File: src/inc/pcr_pkg.sv
/*
  Shared constants for the port PHY control register block: register
  indices, field positions, reset values and the state structs.
  Assumes a 32-bit classic Wishbone bus with byte addresses.
*/
package pcr_pkg;

  localparam int ADR_W = 12;
  localparam int DAT_W = 32;

  // printed offsets are register indices; the byte address is four times the index
  localparam logic [9:0] IDX_PORT_CTRL  = 10'h0f6;
  localparam logic [9:0] IDX_BASIC_CTRL = 10'h0e4;
  localparam logic [9:0] IDX_ADVERT     = 10'h0ec;
  localparam logic [9:0] IDX_STATUS     = 10'h0fa;

  // port control fields
  localparam int PC_LED_BLANK  = 15;
  localparam int PC_TX_DIS     = 14;
  localparam int PC_AN_RESTART = 13;
  localparam int PC_MDIX_DIS   = 10;
  localparam int PC_FORCE_MDIX = 9;
  localparam int PC_AN_EN      = 7;
  localparam int PC_FORCE_100  = 6;
  localparam int PC_FORCE_FULL = 5;
  localparam int PC_ADV_PAUSE  = 4;
  localparam int PC_ADV_100FD  = 3;
  localparam int PC_ADV_100HD  = 2;
  localparam int PC_ADV_10FD   = 1;
  localparam int PC_ADV_10HD   = 0;

  localparam logic [15:0] PC_RESET = 16'h00ff;

  // alias positions in the basic control view
  localparam int BC_LED_BLANK  = 0;
  localparam int BC_TX_DIS     = 1;
  localparam int BC_MDIX_DIS   = 3;
  localparam int BC_FORCE_MDIX = 4;
  localparam int BC_FORCE_FULL = 8;
  localparam int BC_AN_RESTART = 9;
  localparam int BC_AN_EN      = 12;
  localparam int BC_FORCE_100  = 13;

  // alias positions in the advertisement view
  localparam int AR_PAUSE = 10;
  localparam int AR_100FD = 8;
  localparam int AR_100HD = 7;
  localparam int AR_10FD  = 6;
  localparam int AR_10HD  = 5;

  // status register fields
  localparam int ST_SPEED_100 = 0;
  localparam int ST_FULL      = 1;
  localparam int ST_MDIX      = 2;
  localparam int ST_AN_DONE   = 3;
  localparam int ST_AN_FAIL   = 4;

  localparam logic [3:0] LED_ALL_OFF = 4'hf;

  typedef struct packed {
    logic [15:0] pc;
    logic [31:0] dat;
    logic [3:0]  led;
  } pcr_main_t;

  typedef struct packed {
    logic ack;
  } pcr_front_t;

  typedef struct packed {
    logic speed_100;
    logic full;
    logic mdix;
  } pcr_link_t;

endpackage

File: src/design/pcr_port_ctrl.sv
/*
  Port PHY control register bank behind a classic Wishbone slave, with
  the basic-control and advertisement views that alias its fields.
  Assumes a 32-bit bus, 10 MHz clk_i and a synchronous reset.
*/
// The Wishbone slave port was chosen for this implementation.
// Operation
// - led_blank drives all four LEDs high
// - bit 14 disables the port transmitter
// - writing bit 13 restarts auto-negotiation
// - bit 10 disables automatic crossover selection
// - bit 9 forces MDI-X when crossover fixed
// - bit 7 enables auto-negotiation, resets one
// - negotiation off: speed, duplex from forced bits
// - bit 6 forces 100BT or 10BT
// - bit 5 forces duplex when off/failed
// - bit 4 advertises pause, resets one
// - bits 3,2 advertise 100BT full/half
// - bits 1,0 advertise 10BT full/half
// - bits 15..5 except reserved 12, 11, 8 alias basic control bits
// - bits 4..0 alias advertisement bits
module pcr_port_ctrl (
  input  wire logic        clk_i,            // system clock, 10 MHz
  input  wire logic        rst_i,            // synchronous reset, high
  input  wire logic        wb_cyc_i,         // bus cycle
  input  wire logic        wb_stb_i,         // strobe
  input  wire logic        wb_we_i,          // write enable
  input  wire logic [11:0] wb_adr_i,         // byte address
  input  wire logic [3:0]  wb_sel_i,         // byte enables
  input  wire logic [31:0] wb_dat_i,         // write data
  output logic      [31:0] wb_dat_o,         // read data
  output logic             wb_ack_o,         // acknowledge
  input  wire logic [3:0]  led_i,            // normal LED drive
  output logic             port_led_out_3_o, // LED pin 3
  output logic             port_led_out_2_o, // LED pin 2
  output logic             port_led_out_1_o, // LED pin 1
  output logic             port_led_out_0_o, // LED pin 0
  output logic             tx_disable_o,     // transmitter off
  output logic             autoneg_restart_o,// one-cycle restart pulse
  output logic             autoneg_en_o,     // negotiation enabled
  output logic             auto_mdix_en_o,   // automatic crossover on
  output logic             force_mdix_o,     // forced MDI-X request
  output logic             adv_pause_o,      // advertise pause
  output logic             adv_100_full_o,   // advertise 100BT full
  output logic             adv_100_half_o,   // advertise 100BT half
  output logic             adv_10_full_o,    // advertise 10BT full
  output logic             adv_10_half_o,    // advertise 10BT half
  input  wire logic        an_done_i,        // negotiation complete
  input  wire logic        an_fail_i,        // negotiation failed
  input  wire logic        an_speed_100_i,   // negotiated speed
  input  wire logic        an_full_i,        // negotiated duplex
  input  wire logic        auto_mdix_i,      // automatic crossover choice
  output logic             link_speed_100_o, // resolved speed
  output logic             link_full_o,      // resolved duplex
  output logic             link_mdix_o       // resolved crossover
);

  ////////////////////////////////////////////////////////////////////
  // view and merge helpers

  function automatic logic [15:0] merge16(input logic [15:0] old, input logic [31:0] wd,
                                          input logic [3:0] sel);
    logic [15:0] r;
    r = old;
    if (sel[0])
      r[7:0] = wd[7:0];
    if (sel[1])
      r[15:8] = wd[15:8];
    return r;
  endfunction

  function automatic logic [15:0] basic_view(input logic [15:0] pc);
    logic [15:0] b;
    b = '0;
    b[pcr_pkg::BC_LED_BLANK]  = pc[pcr_pkg::PC_LED_BLANK];
    b[pcr_pkg::BC_TX_DIS]     = pc[pcr_pkg::PC_TX_DIS];
    b[pcr_pkg::BC_AN_RESTART] = pc[pcr_pkg::PC_AN_RESTART];
    b[pcr_pkg::BC_MDIX_DIS]   = pc[pcr_pkg::PC_MDIX_DIS];
    b[pcr_pkg::BC_FORCE_MDIX] = pc[pcr_pkg::PC_FORCE_MDIX];
    b[pcr_pkg::BC_AN_EN]      = pc[pcr_pkg::PC_AN_EN];
    b[pcr_pkg::BC_FORCE_100]  = pc[pcr_pkg::PC_FORCE_100];
    b[pcr_pkg::BC_FORCE_FULL] = pc[pcr_pkg::PC_FORCE_FULL];
    return b;
  endfunction

  function automatic logic [15:0] basic_apply(input logic [15:0] pc, input logic [15:0] b);
    logic [15:0] r;
    r = pc;
    r[pcr_pkg::PC_LED_BLANK]  = b[pcr_pkg::BC_LED_BLANK];
    r[pcr_pkg::PC_TX_DIS]     = b[pcr_pkg::BC_TX_DIS];
    r[pcr_pkg::PC_AN_RESTART] = b[pcr_pkg::BC_AN_RESTART];
    r[pcr_pkg::PC_MDIX_DIS]   = b[pcr_pkg::BC_MDIX_DIS];
    r[pcr_pkg::PC_FORCE_MDIX] = b[pcr_pkg::BC_FORCE_MDIX];
    r[pcr_pkg::PC_AN_EN]      = b[pcr_pkg::BC_AN_EN];
    r[pcr_pkg::PC_FORCE_100]  = b[pcr_pkg::BC_FORCE_100];
    r[pcr_pkg::PC_FORCE_FULL] = b[pcr_pkg::BC_FORCE_FULL];
    return r;
  endfunction

  function automatic logic [15:0] advert_view(input logic [15:0] pc);
    logic [15:0] a;
    a = '0;
    a[pcr_pkg::AR_PAUSE] = pc[pcr_pkg::PC_ADV_PAUSE];
    a[pcr_pkg::AR_100FD] = pc[pcr_pkg::PC_ADV_100FD];
    a[pcr_pkg::AR_100HD] = pc[pcr_pkg::PC_ADV_100HD];
    a[pcr_pkg::AR_10FD]  = pc[pcr_pkg::PC_ADV_10FD];
    a[pcr_pkg::AR_10HD]  = pc[pcr_pkg::PC_ADV_10HD];
    return a;
  endfunction

  function automatic logic [15:0] advert_apply(input logic [15:0] pc, input logic [15:0] a);
    logic [15:0] r;
    r = pc;
    r[pcr_pkg::PC_ADV_PAUSE] = a[pcr_pkg::AR_PAUSE];
    r[pcr_pkg::PC_ADV_100FD] = a[pcr_pkg::AR_100FD];
    r[pcr_pkg::PC_ADV_100HD] = a[pcr_pkg::AR_100HD];
    r[pcr_pkg::PC_ADV_10FD]  = a[pcr_pkg::AR_10FD];
    r[pcr_pkg::PC_ADV_10HD]  = a[pcr_pkg::AR_10HD];
    return r;
  endfunction

  ////////////////////////////////////////////////////////////////////
  // bus front and link resolution

  logic       req;
  logic       commit;
  logic [9:0] idx;
  logic       wr;
  logic       hit_pc;
  logic       hit_bc;
  logic       hit_ar;
  logic       hit_st;
  logic [15:0] status;

  pcr_wb_front u_front (
    .clk_i    (clk_i),
    .rst_i    (rst_i),
    .cyc_i    (wb_cyc_i),
    .stb_i    (wb_stb_i),
    .ack_o    (wb_ack_o),
    .req_o    (req),
    .commit_o (commit)
  );

  pcr_pkg::pcr_main_t s;
  pcr_pkg::pcr_main_t next_s;

  pcr_link_resolve u_link (
    .clk_i          (clk_i),
    .rst_i          (rst_i),
    .an_en_i        (s.pc[pcr_pkg::PC_AN_EN]),
    .force_100_i    (s.pc[pcr_pkg::PC_FORCE_100]),
    .force_full_i   (s.pc[pcr_pkg::PC_FORCE_FULL]),
    .mdix_dis_i     (s.pc[pcr_pkg::PC_MDIX_DIS]),
    .force_mdix_i   (s.pc[pcr_pkg::PC_FORCE_MDIX]),
    .an_done_i      (an_done_i),
    .an_fail_i      (an_fail_i),
    .an_speed_100_i (an_speed_100_i),
    .an_full_i      (an_full_i),
    .auto_mdix_i    (auto_mdix_i),
    .speed_100_o    (link_speed_100_o),
    .full_o         (link_full_o),
    .mdix_o         (link_mdix_o)
  );

  assign idx    = wb_adr_i[11:2];
  assign wr     = commit & wb_we_i;
  assign hit_pc = (idx == pcr_pkg::IDX_PORT_CTRL);
  assign hit_bc = (idx == pcr_pkg::IDX_BASIC_CTRL);
  assign hit_ar = (idx == pcr_pkg::IDX_ADVERT);
  assign hit_st = (idx == pcr_pkg::IDX_STATUS);

  always_comb
  begin
    status = '0;
    status[pcr_pkg::ST_SPEED_100] = link_speed_100_o;
    status[pcr_pkg::ST_FULL]      = link_full_o;
    status[pcr_pkg::ST_MDIX]      = link_mdix_o;
    status[pcr_pkg::ST_AN_DONE]   = an_done_i;
    status[pcr_pkg::ST_AN_FAIL]   = an_fail_i;
  end

  ////////////////////////////////////////////////////////////////////
  // register state

  always_comb
  begin
    next_s = s;
    // restart holds for one cycle only; a write in that cycle sets it again
    next_s.pc[pcr_pkg::PC_AN_RESTART] = 1'b0;
    // writes land at the ack edge; reserved bits 12, 11, 8 simply store
    if (wr && hit_pc)
      next_s.pc = merge16(s.pc, wb_dat_i, wb_sel_i);
    else if (wr && hit_bc)
      next_s.pc = basic_apply(next_s.pc, merge16(basic_view(s.pc), wb_dat_i, wb_sel_i));
    else if (wr && hit_ar)
      next_s.pc = advert_apply(next_s.pc, merge16(advert_view(s.pc), wb_dat_i, wb_sel_i));
    // read data is captured on the first request cycle; unmapped reads zero
    if (req)
    begin
      if (hit_pc)
        next_s.dat = {16'h0000, s.pc};
      else if (hit_bc)
        next_s.dat = {16'h0000, basic_view(s.pc)};
      else if (hit_ar)
        next_s.dat = {16'h0000, advert_view(s.pc)};
      else if (hit_st)
        next_s.dat = {16'h0000, status};
      else
        next_s.dat = '0;
    end
    next_s.led = s.pc[pcr_pkg::PC_LED_BLANK] ? pcr_pkg::LED_ALL_OFF : led_i;
  end

  always_ff @(posedge clk_i)
  begin
    if (rst_i)
    begin
      s.pc  <= pcr_pkg::PC_RESET;
      s.dat <= '0;
      s.led <= pcr_pkg::LED_ALL_OFF;
    end
    else
      s <= next_s;
  end

  ////////////////////////////////////////////////////////////////////
  // outputs

  assign wb_dat_o          = s.dat;
  assign port_led_out_3_o  = s.led[3];
  assign port_led_out_2_o  = s.led[2];
  assign port_led_out_1_o  = s.led[1];
  assign port_led_out_0_o  = s.led[0];
  assign tx_disable_o      = s.pc[pcr_pkg::PC_TX_DIS];
  assign autoneg_restart_o = s.pc[pcr_pkg::PC_AN_RESTART];
  assign autoneg_en_o      = s.pc[pcr_pkg::PC_AN_EN];
  assign auto_mdix_en_o    = ~s.pc[pcr_pkg::PC_MDIX_DIS];
  assign force_mdix_o      = s.pc[pcr_pkg::PC_FORCE_MDIX];
  assign adv_pause_o       = s.pc[pcr_pkg::PC_ADV_PAUSE];
  assign adv_100_full_o    = s.pc[pcr_pkg::PC_ADV_100FD];
  assign adv_100_half_o    = s.pc[pcr_pkg::PC_ADV_100HD];
  assign adv_10_full_o     = s.pc[pcr_pkg::PC_ADV_10FD];
  assign adv_10_half_o     = s.pc[pcr_pkg::PC_ADV_10HD];

  logic wr_pc_hi;
  logic wr_pc_lo;
  assign wr_pc_hi = wr && hit_pc && wb_sel_i[1];
  assign wr_pc_lo = wr && hit_pc && wb_sel_i[0];
endmodule

File: src/design/pcr_wb_front.sv
/*
  Classic Wishbone slave handshake: one registered ack per request.
  Assumes the master holds its request until it samples ack high.
*/
module pcr_wb_front (
  input  wire logic       clk_i,    // system clock
  input  wire logic       rst_i,    // synchronous reset
  input  wire logic       cyc_i,    // bus cycle
  input  wire logic       stb_i,    // strobe
  output logic            ack_o,    // acknowledge
  output logic            req_o,    // new request, first cycle
  output logic            commit_o  // edge at which the access completes
);

  pcr_pkg::pcr_front_t s;
  pcr_pkg::pcr_front_t next_s;

  always_comb
  begin
    next_s     = s;
    // ack falls right after it was seen, so a held request is answered once
    next_s.ack = cyc_i & stb_i & ~s.ack;
  end

  always_ff @(posedge clk_i)
  begin
    if (rst_i)
      s <= '0;
    else
      s <= next_s;
  end

  assign ack_o    = s.ack;
  assign req_o    = cyc_i & stb_i & ~s.ack;
  assign commit_o = cyc_i & stb_i & s.ack;

endmodule

File: src/design/pcr_link_resolve.sv
/*
  Resolves the operating speed, duplex and crossover from the control
  fields and the PHY's negotiation results. Assumes PHY inputs are
  synchronous to clk_i.
*/
module pcr_link_resolve (
  input  wire logic clk_i,          // system clock
  input  wire logic rst_i,          // synchronous reset
  input  wire logic an_en_i,        // auto-negotiation enabled
  input  wire logic force_100_i,    // forced speed
  input  wire logic force_full_i,   // forced duplex
  input  wire logic mdix_dis_i,     // auto crossover disabled
  input  wire logic force_mdix_i,   // forced MDI-X
  input  wire logic an_done_i,      // negotiation complete
  input  wire logic an_fail_i,      // negotiation failed
  input  wire logic an_speed_100_i, // negotiated speed
  input  wire logic an_full_i,      // negotiated duplex
  input  wire logic auto_mdix_i,    // automatic crossover choice
  output logic      speed_100_o,    // resolved speed, 1 = 100BT
  output logic      full_o,         // resolved duplex, 1 = full
  output logic      mdix_o          // resolved crossover, 1 = MDI-X
);

  pcr_pkg::pcr_link_t s;
  pcr_pkg::pcr_link_t next_s;

  always_comb
  begin
    next_s = s;
    if (!an_en_i)
      next_s.speed_100 = force_100_i;
    else if (an_done_i || an_fail_i)
      next_s.speed_100 = an_speed_100_i;
    if (!an_en_i || an_fail_i)
      next_s.full = force_full_i;
    else if (an_done_i)
      next_s.full = an_full_i;
    next_s.mdix = mdix_dis_i ? force_mdix_i : auto_mdix_i;
  end

  always_ff @(posedge clk_i)
  begin
    if (rst_i)
      s <= '0;
    else
      s <= next_s;
  end

  assign speed_100_o = s.speed_100;
  assign full_o      = s.full;
  assign mdix_o      = s.mdix;

endmodule

File: config.mk
export PLATFORM = sky130hd
export DESIGN_NAME = pcr_port_ctrl
export DESIGN_NICKNAME = d
export VERILOG_FILES = /design/src/inc/pcr_pkg.sv /design/src/design/pcr_port_ctrl.sv /design/src/design/pcr_wb_front.sv /design/src/design/pcr_link_resolve.sv
export SDC_FILE = /design/constraint.sdc
export NUM_CORES = 1
export LEC_CHECK = 0
export BUFFER_PORTS_ARGS = -buffer_cell sky130_fd_sc_hd__clkbuf_2
export CAP_MARGIN = 40
export CORE_ASPECT_RATIO = 0.8
export CORE_MARGIN = 5
export CORE_UTILIZATION = 45
export CTS_BUF_LIST = sky130_fd_sc_hd__clkbuf_4 sky130_fd_sc_hd__clkbuf_8
export CTS_CLUSTER_SIZE = 20
export DETAILED_ROUTE_END_ITERATION = 10
export GPL_TIMING_DRIVEN = 0
export HOLD_SLACK_MARGIN = 0.02
export PLACE_DENSITY = 0.84
export SYNTH_ARGS = -nofsm -noshare
export SYNTH_HDL_FRONTEND = slang
export SYNTH_HIERARCHICAL = 1
export SYNTH_SLANG_ARGS = --single-unit
File: constraint.sdc
create_clock -name clk_i -period 2.4 [get_ports clk_i]
set_input_delay 0.36 -clock clk_i [delete_from_list [all_inputs] [get_ports clk_i]]
set_output_delay 0.36 -clock clk_i [all_outputs]
set_load 0.01 [all_outputs]
==> results of run 1 <==
stage by stage:
step / std cells / instance area, um^2 / total power (W) / hold WS [ns]
after CTS: 419 / 2840 / 0.001294 / 0.2376
after global placement: 412 / 2759 / 0.0008721 / 0.4417
after global routing: 419 / 2840 / 0.001348 / 0.2401
after detailed placement: 412 / 2759 / 0.0008745 / 0.4522
final: 419 / 2840 / 0.001289 / 0.2396
after floorplan: 275 / 2306 / 0.0007985 / 0.4263
logic make-up (layout without fill, tap and decap cells):
group	Yosys count	after routing	synth area share
xor+xnor	1	1	0.003894
compound gates	72	72	0.2319
buf+inv	52	134	0.1541
simple gates	85	85	0.2119
flops	40	40	0.3560
other cells	1	16	0.001667
mux	9	9	0.04060
metal layers:
metal,track usage,wire (um),up-vias
met5,0,0,-
met4,0.06777,117,0
met3,0.06095,831,12
met2,0.3097,2748,129
met1,0.2850,2816,1005
li1,-,-,1098
path summary, 6_finish.rpt:
kind,startpoint,to
max,u_front/ack_o,force_mdix_o
min,led_i[1],port_led_out_1_o
max reg2reg,u_front/ack_o,force_mdix_o
min reg2reg,wb_dat_o[1],wb_dat_o[1]
worst max-delay path, stage by stage, from the launching register on:
cell and delay (ns):
dfxtp_1 0.37, and3_2 0.20, and2_0 0.35, and4_1 0.27, clkbuf_1 0.25, buf_2 0.25, and2_1 0.15, mux2i_1 0.07
o21ai_0 0.14
state kept, by name, indices dropped and copies added (netlist names):
register and count:
adv_100_full_o 1, adv_100_half_o 1, adv_10_full_o 1, adv_10_half_o 1, adv_pause_o 1, autoneg_en_o 1
autoneg_restart_o 1, force_mdix_o 1, port_led_out_0_o 1, port_led_out_1_o 1, port_led_out_2_o 1, port_led_out_3_o 1
s 7, tx_disable_o 1, u_front/ack_o 1, u_link/full_o 1, u_link/mdix_o 1, u_link/speed_100_o 1
wb_dat_o 16
final cells by class:
class / count / area, um^2
multi-input combinational: 183 / 1159
sequential: 40 / 800.8
fill: 429 / 2081
clock buffer: 6 / 76.32
inverter: 6 / 22.52
buffer: 46 / 324.1
timing repair buffer: 75 / 375.4
clock inverter: 1 / 5.005
tap: 62 / 77.57
power breakdown:
part,internal [W],switching (W),leakage (nW)
clock network,0.000209,0.000217,0.0445
logic,0.0000834,0.0000981,0.865
registers,0.000675,0.00000627,0.325
total,0.000967,0.000322,1.23
synth_stat cells, types with 6 or more instances:
| cell | count | area (um^2) |
|---|---|---|
| clkbuf_1 | 8 | 30.03 |
| o21ai_0 | 7 | 35.03 |
| nor2_1 | 14 | 52.55 |
| a21oi_1 | 17 | 85.08 |
| buf_4 | 32 | 240.2 |
| mux2i_1 | 8 | 80.08 |
| o31ai_1 | 9 | 67.56 |
| a22oi_1 | 7 | 52.55 |
| nand2_1 | 20 | 75.07 |
| inv_1 | 6 | 22.52 |
| nand3_1 | 10 | 50.05 |
| dfxtp_1 | 40 | 800.8 |
| nor2b_1 | 6 | 37.54 |
cells in the final DEF (no fill, tap or decap), types with 4 or more instances in the layout:
master,netlist,routed
a211o_1,4,4
a211oi_1,4,4
a21oi_1,17,17
a22oi_1,7,7
buf_4,32,32
clkbuf_1,8,8
clkbuf_2,0,75
clkbuf_8,2,7
conb_1,1,16
dfxtp_1,40,40
inv_1,6,6
mux2i_1,8,8
nand2_1,20,20
nand2b_1,5,5
nand3_1,10,10
nor2_1,14,14
nor2b_1,6,6
nor3_1,5,5
o21ai_0,7,7
o31ai_1,9,9
or3_1,4,4
==> impl_metrics.yaml, run 1 <==
status:
  status: "completed"
hold_path:
  hp-class: "in2reg"
  hold_path_depth: 2
detailed_routing:
  wire_per_inst_um: 15.55
  drt_wl_total_um: 6514
  dr.pass1.iters: 4
  drtIter0Drc: 144
  vias_per_cell: 5.356
  drc: 0
  via_count: 2244
  antenna_left: 0
setup_path:
  crit_type: "reg2reg"
  critPathMaxFanout: 10
  r2r_cells: 8
  critPathArrivalTime_ns: 2.33
  end_kind: "flip-flop"
  cp-start-kind: "flip-flop"
  crit_required_ns: 2.62
  ff2ff_setup_slack_ns: 0.29
synth:
  yosys_most_used_dff: "dfxtp_1"
  synth.ff_latch_count: 40
  synthArstFlopShare: 0
  synth.distinct_cells: 54
  synth_edf_count: 0
  seq_area_frac_synth: 0.3560
  synthesis.area_um2: 2250
  ys_warn_count: 6
  syn_area_per_cell_um2: 8.653
  syn_inst: 260
clock_network:
  cts_setup_buffers: 0
  cts-resized-gates: 0
  cts_tree: "built"
  numCtsBuffers: 5
  cts_sinks: 40
  ctsRootBufferMaster: "clkbuf_8"
  clk_latency_ns: 0.29
  clkTransAtPathRegs_ns: 0.07
  clock_path_buffers: 2
  ctsHoldBuffers: 0
  htreeDepth: 2
sta:
  relSlewSlack: 0.5830
  worst_pin_slew_ns: 0.6199
  fin_ws_ns: 0.2911
  hold_viol: 0
  rsz0062_at_grt: "no"
  setup_tns_ns: 0
  fin_skew_ns: 0.008230
  fmax_ghz: 0.4742
  min_period_over_period: 0.8787
  finalCriticalPeriod_ns: 2.109
  maxSlewViolCount: 0
  setup_viol: 0
placement:
  dp_hpwl_um: 5175
  gp_congestion: 0.9173
  dp_slack_ns: 0.04931
  place.port_buffers: 75
run:
  maxCapViolations: 0
floorplan:
  rows: 23
  start_util: 0.4572
  ios: 112
  die_y_um: 73.24
  die_w_um: 89.05
  dieArea_um2: 6522
  core_area_um2: 4921
layout:
  final_core_util: 0.5772
  diodes: 0
  area_growth_pct: 26.25
  layout.nets: 419
  layout-drive-gt1-share: 0.3613
grt:
  first_global_vias: 2151
  grt_pass1_wl_um: 10270
  antenna_found_initial: 0
  grt_start_max_net_pins: 12
  grt-ovfl-total: 0
  track_usage: 0.2068
power_and_ir_drop:
  p_per_area_nw_per_um2: 453.9
  max-vdd-ir-drop_v: 0.0002806
  leakagePower_nw: 1.235
(Power assumes the default switching activity.)
==> run 2, diff against run 1 <==
- CAP_MARGIN: 40 -> 10
- PLACE_DENSITY: 0.84 -> 0.83
==> run 2 against run 1 <==
Compared with the run above: global-route usage fell by 0.70 points; register-to-register slack improved by 0.02 ns; wire length fell by 3.3%; power rose by 9.2%; non-clock buffer count did not move; cell area rose by 1.1%; maximum frequency rose by 0.79%; utilization rose by 0.61 points; first-iteration DRC count fell by 5.6%; combinational power barely moved; critical path type unchanged; largest power group unchanged; clock power rose by 28%; worst hold slack improved by 0.0064 ns.
==> impl_metrics.yaml, run 2 (synthesized netlist as in run 1, its figures left out) <==
floorplan:
  dieArea_um2: 6522
  die_w_um: 89.05
  die_y_um: 73.24
  core_area_um2: 4921
  rows: 23
  ios: 112
  start_util: 0.4572
clock_network:
  cts-resized-gates: 0
  clk_latency_ns: 0.29
  ctsHoldBuffers: 0
  numCtsBuffers: 5
  ctsRootBufferMaster: "clkbuf_8"
  cts_sinks: 40
  htreeDepth: 2
  clock_path_buffers: 2
  clkTransAtPathRegs_ns: 0.07
  cts_setup_buffers: 0
  cts_tree: "built"
power_and_ir_drop:
  p_switching_w: 0.0003295
  leakagePower_nw: 1.249
  combPwrFrac: 0.128
  clkPwrFrac: 0.388
  switching_share: 0.2341
  max-vdd-ir-drop_v: 0.0002622
  pwr-share-seq: 0.484
  intPower_w: 0.001078
  p_per_area_nw_per_um2: 490.4
layout:
  fillers: 453
  largest_reg_flops: 16
  final_cells: 420
  final_cell_mix: "clkbuf_2 (75), dfxtp_1 (40), buf_4 (32)"
  layout.nets: 419
  area_growth_pct: 27.59
  layout_commonest_cell: "clkbuf_2"
  diodes: 0
  layout-drive-gt1-share: 0.3631
setup_path:
  end_kind: "flip-flop"
  cp-start-kind: "flip-flop"
  critPathMaxFanout: 6
  crit_required_ns: 2.59
  crit_type: "reg2reg"
  r2r-start: "u_front/ack_o"
  worstSetupStartpoint: "u_front/ack_o"
  critPathArrivalTime_ns: 2.28
sta:
  min_period_over_period: 0.8718
  worst_pin_slew_ns: 0.7180
  finalCriticalPeriod_ns: 2.092
  fin_skew_ns: 0.002258
  setup_viol: 0
  maxSlewViolCount: 0
  fin_ws_ns: 0.3077
  hold_viol: 0
  rsz0062_at_grt: "no"
  relSlewSlack: 0.5089
  setup_tns_ns: 0
  fmax_ghz: 0.4780
placement:
  dp_hpwl_um: 5084
  place.port_buffers: 75
  gp_congestion: 0.9139
  dp_cells: 412
  dp_slack_ns: 0.1400
grt:
  grt_start_max_net_pins: 13
  antenna_found_initial: 0
  track_usage: 0.1998
  grt_pass1_wl_um: 10140
  grt-ovfl-total: 0
  first_global_vias: 2123
detailed_routing:
  via_count: 2234
  drtIter0Drc: 136
  wire_per_inst_um: 15.00
  antenna_left: 0
  vias_per_cell: 5.319
  drc: 0
  dr.pass1.iters: 4
  drt_wl_total_um: 6301
hold_path:
  worstHoldStart: "led_i[2]"
  hp-class: "in2reg"
status:
  status: "completed"
run:
  maxCapViolations: 0
## run 2: changes by cell type in the layout (fill, tap and decap cells not counted)
cell / delta
bufinv_16: +1
## run 2: path summary, 6_finish.rpt
kind	endpoint	slack [ns]	cells after the start
setup / recovery	adv_100_full_o	0.31	7
hold / removal	port_led_out_2_o	0.25	2
setup reg to reg	adv_100_full_o	0.31	7
hold reg to reg	s[47]	0.46	2
## run 2: final cells by class
type / count / area [um^2] / area share
Clock inverter: 2 / 35.03 / 0.01221
Multi-Input combinational cell: 183 / 1159 / 0.4037
Buffer: 46 / 324.1 / 0.1129
Inverter: 6 / 22.52 / 0.007847
Tap cell: 62 / 77.57 / 0.02703
Sequential cell: 40 / 800.8 / 0.2790
Clock buffer: 6 / 76.32 / 0.02659
Timing Repair Buffer: 75 / 375.4 / 0.1308
## run 2: power by group through the flow
stage	registers, W	logic, W	clock network (W)
6_report	0.000681	0.000180	0.000547
5_1_grt	0.000682	0.000198	0.000593
4_1_cts	0.000681	0.000178	0.000566
3_5_place_dp	0.000696	0.000177	0
3_3_place_gp	0.000696	0.000175	0
2_1_floorplan	0.000699	0.0000991	0
## run 2: metal layers
layer  routed length [um]  global-route usage  part of all wire
met2                 2738              0.3031              0.43
met3                  727             0.03837              0.12
met5                    0                   0                 0
met1                 2736              0.2897              0.43
met4                   99             0.05289             0.016
## run 2: critical path, stage by stage, from the launching register on
cell	delay [ns]
dfxtp_1	0.36
and3_2	0.20
and2_0	0.36
and4_1	0.24
clkbuf_1	0.22
mux2i_1	0.37
o21ai_0	0.14
o311ai_1	0.11
## run 2: per-stage QoR
stage | total power (W) | hold WS [ns] | area (um^2) | util
after floorplan | 0.0007985 | 0.4263 | 2306 | -
after global placement | 0.0008711 | 0.4499 | 2759 | 0.5606
after detailed placement | 0.0008737 | 0.4546 | 2759 | 0.5606
after CTS | 0.001424 | 0.2380 | 2870 | 0.5833
after global routing | 0.001473 | 0.2521 | 2870 | 0.5833
final | 0.001408 | 0.2459 | 2870 | 0.5833
==> run 3, diff against run 2 <==
- RECOVER_POWER: default -> 25
==> run 3 against run 2 <==
Compared with the run above: sequential cell count unchanged; setup slack worse by 0.040 ns; maximum frequency down 1.9%; sequential power about the same; non-clock buffer count unchanged; register-to-register slack worse by 0.04 ns; largest cell class unchanged; clock skew up 0.0019 ns.
==> impl_metrics.yaml, run 3 (synthesized netlist as in run 1, its figures left out) <==
sta:
  setup_tns_ns: 0
  hold_viol: 0
  finalCriticalPeriod_ns: 2.132
  setup_viol: 0
  worst_pin_slew_ns: 0.7282
  fmax_ghz: 0.4691
  rsz0062_at_grt: "no"
  fin_skew_ns: 0.004118
  min_period_over_period: 0.8883
  maxSlewViolCount: 0
  relSlewSlack: 0.5020
detailed_routing:
  drt_wl_total_um: 6353
  vias_per_cell: 5.248
  via_count: 2204
  dr.pass1.iters: 4
  antenna_left: 0
  wire_per_inst_um: 15.13
  drtIter0Drc: 154
  drc: 0
floorplan:
  dieArea_um2: 6522
  rows: 23
  core_area_um2: 4921
  start_util: 0.4572
  die_y_um: 73.24
  ios: 112
  die_w_um: 89.05
clock_network:
  clk_latency_ns: 0.29
  ctsHoldBuffers: 0
  clock_path_buffers: 2
  cts_sinks: 40
  numCtsBuffers: 5
  clkTransAtPathRegs_ns: 0.08
  ctsRootBufferMaster: "clkbuf_8"
  htreeDepth: 2
  cts_setup_buffers: 0
  cts-resized-gates: 0
  cts_tree: "built"
layout:
  fillers: 462
  layout-drive-gt1-share: 0.3296
  largest_reg_flops: 16
  layout_commonest_cell: "clkbuf_2"
  final_core_util: 0.5784
  multiInputGateArea_um2: 1159
  register_area_um2: 800.8
  layout.nets: 419
  final_cell_mix: "clkbuf_2 (64), dfxtp_1 (40), buf_4 (32)"
  area_growth_pct: 26.53
  diodes: 0
setup_path:
  crit_type: "reg2reg"
  path_delay_family: "simple AND/OR/NAND/NOR gates"
  crit_required_ns: 2.59
  crit_slowest_cell: "mux2i_1"
  cp-start-kind: "flip-flop"
  end_kind: "flip-flop"
  critPathArrivalTime_ns: 2.32
  crit_chain: "and3_2 > and2_0 > and4_1 > clkbuf_1 > mux2i_1 > o21ai_0 > o311ai_1"
  critical_path_buf_inv_count: 1
  ff2ff_setup_slack_ns: 0.27
  critPathMaxFanout: 6
  max_stage_delay_ns: 0.39
power_and_ir_drop:
  combPwrFrac: 0.125
  p_switching_w: 0.0003332
  p_per_area_nw_per_um2: 494.5
  pwr-share-seq: 0.484
  max-vdd-ir-drop_v: 0.0002622
  leakagePower_nw: 1.209
  switching_share: 0.2367
  intPower_w: 0.001074
  clkPwrFrac: 0.391
placement:
  gp_congestion: 0.9139
  dp_hpwl_um: 5084
  place.port_buffers: 75
status:
  status: "completed"
grt:
  grt-ovfl-total: 0
  antenna_found_initial: 0
  grt_pass1_wl_um: 10140
  first_global_vias: 2123
  track_usage: 0.1998
  grt_start_max_net_pins: 13
run:
  maxCapViolations: 0
hold_path:
  hp-class: "in2reg"
-- run 3: changes by cell type in the layout (fill, tap and decap cells not counted) --
| cell | before | now |
|---|---|---|
| clkbuf_2 | 75 | 64 |
| clkbuf_8 | 7 | 6 |
| clkbuf_1 | 8 | 20 |
-- run 3: final timing paths --
check,from,endpoint,depth (start not counted)
setup / recovery,u_front/ack_o,adv_100_full_o,7
hold / removal,led_i[2],port_led_out_2_o,2
setup reg to reg,u_front/ack_o,adv_100_full_o,7
hold reg to reg,s[47],s[47],2
-- run 3: worst reg2reg max path: cells and delay by family, from the launching register on --
kind | cells | cell delay, ns
simple gates | 3 | 0.81
compound gates | 2 | 0.26
buf+inv | 1 | 0.23
mux | 1 | 0.39
flops | 1 | 0.36
-- run 3: per-stage QoR --
stage / power (W) / instances / hold slack [ns] / setup slack, ns / cell area (um^2)
after floorplan: 0.0007985 / 275 / 0.4263 / 0.4498 / 2306
after global placement: 0.0008711 / 412 / 0.4499 / 0.1835 / 2759
after detailed placement: 0.0008737 / 412 / 0.4546 / 0.1400 / 2759
after CTS: 0.001424 / 420 / 0.2380 / 0.3297 / 2870
after global routing: 0.001469 / 420 / 0.2521 / 0.1258 / 2846
final: 0.001408 / 420 / 0.2443 / 0.2681 / 2846
-- run 3: layer usage --
metal,part of all wire,GRT usage
met4,0.012,0.05289
met5,0,0
met1,0.45,0.2897
met2,0.44,0.3031
met3,0.10,0.03837
-- run 3: cell type report --
class | instances | area share
flip-flops and latches | 40 | 0.2813
repair buffers | 75 | 0.1270
plain buffers | 46 | 0.1103
clock buffers | 6 | 0.02681
multi-input cells | 183 | 0.4070
well taps | 62 | 0.02725
clock inverters | 2 | 0.01231
inverters | 6 | 0.007912
-- run 3: power groups by stage --
stage | clock, W | combinational [W] | sequential [W]
2_1_floorplan | 0 | 0.0000991 | 0.000699
3_3_place_gp | 0 | 0.000175 | 0.000696
3_5_place_dp | 0 | 0.000177 | 0.000696
4_1_cts | 0.000566 | 0.000178 | 0.000681
5_1_grt | 0.000593 | 0.000194 | 0.000682
6_report | 0.000551 | 0.000176 | 0.000681
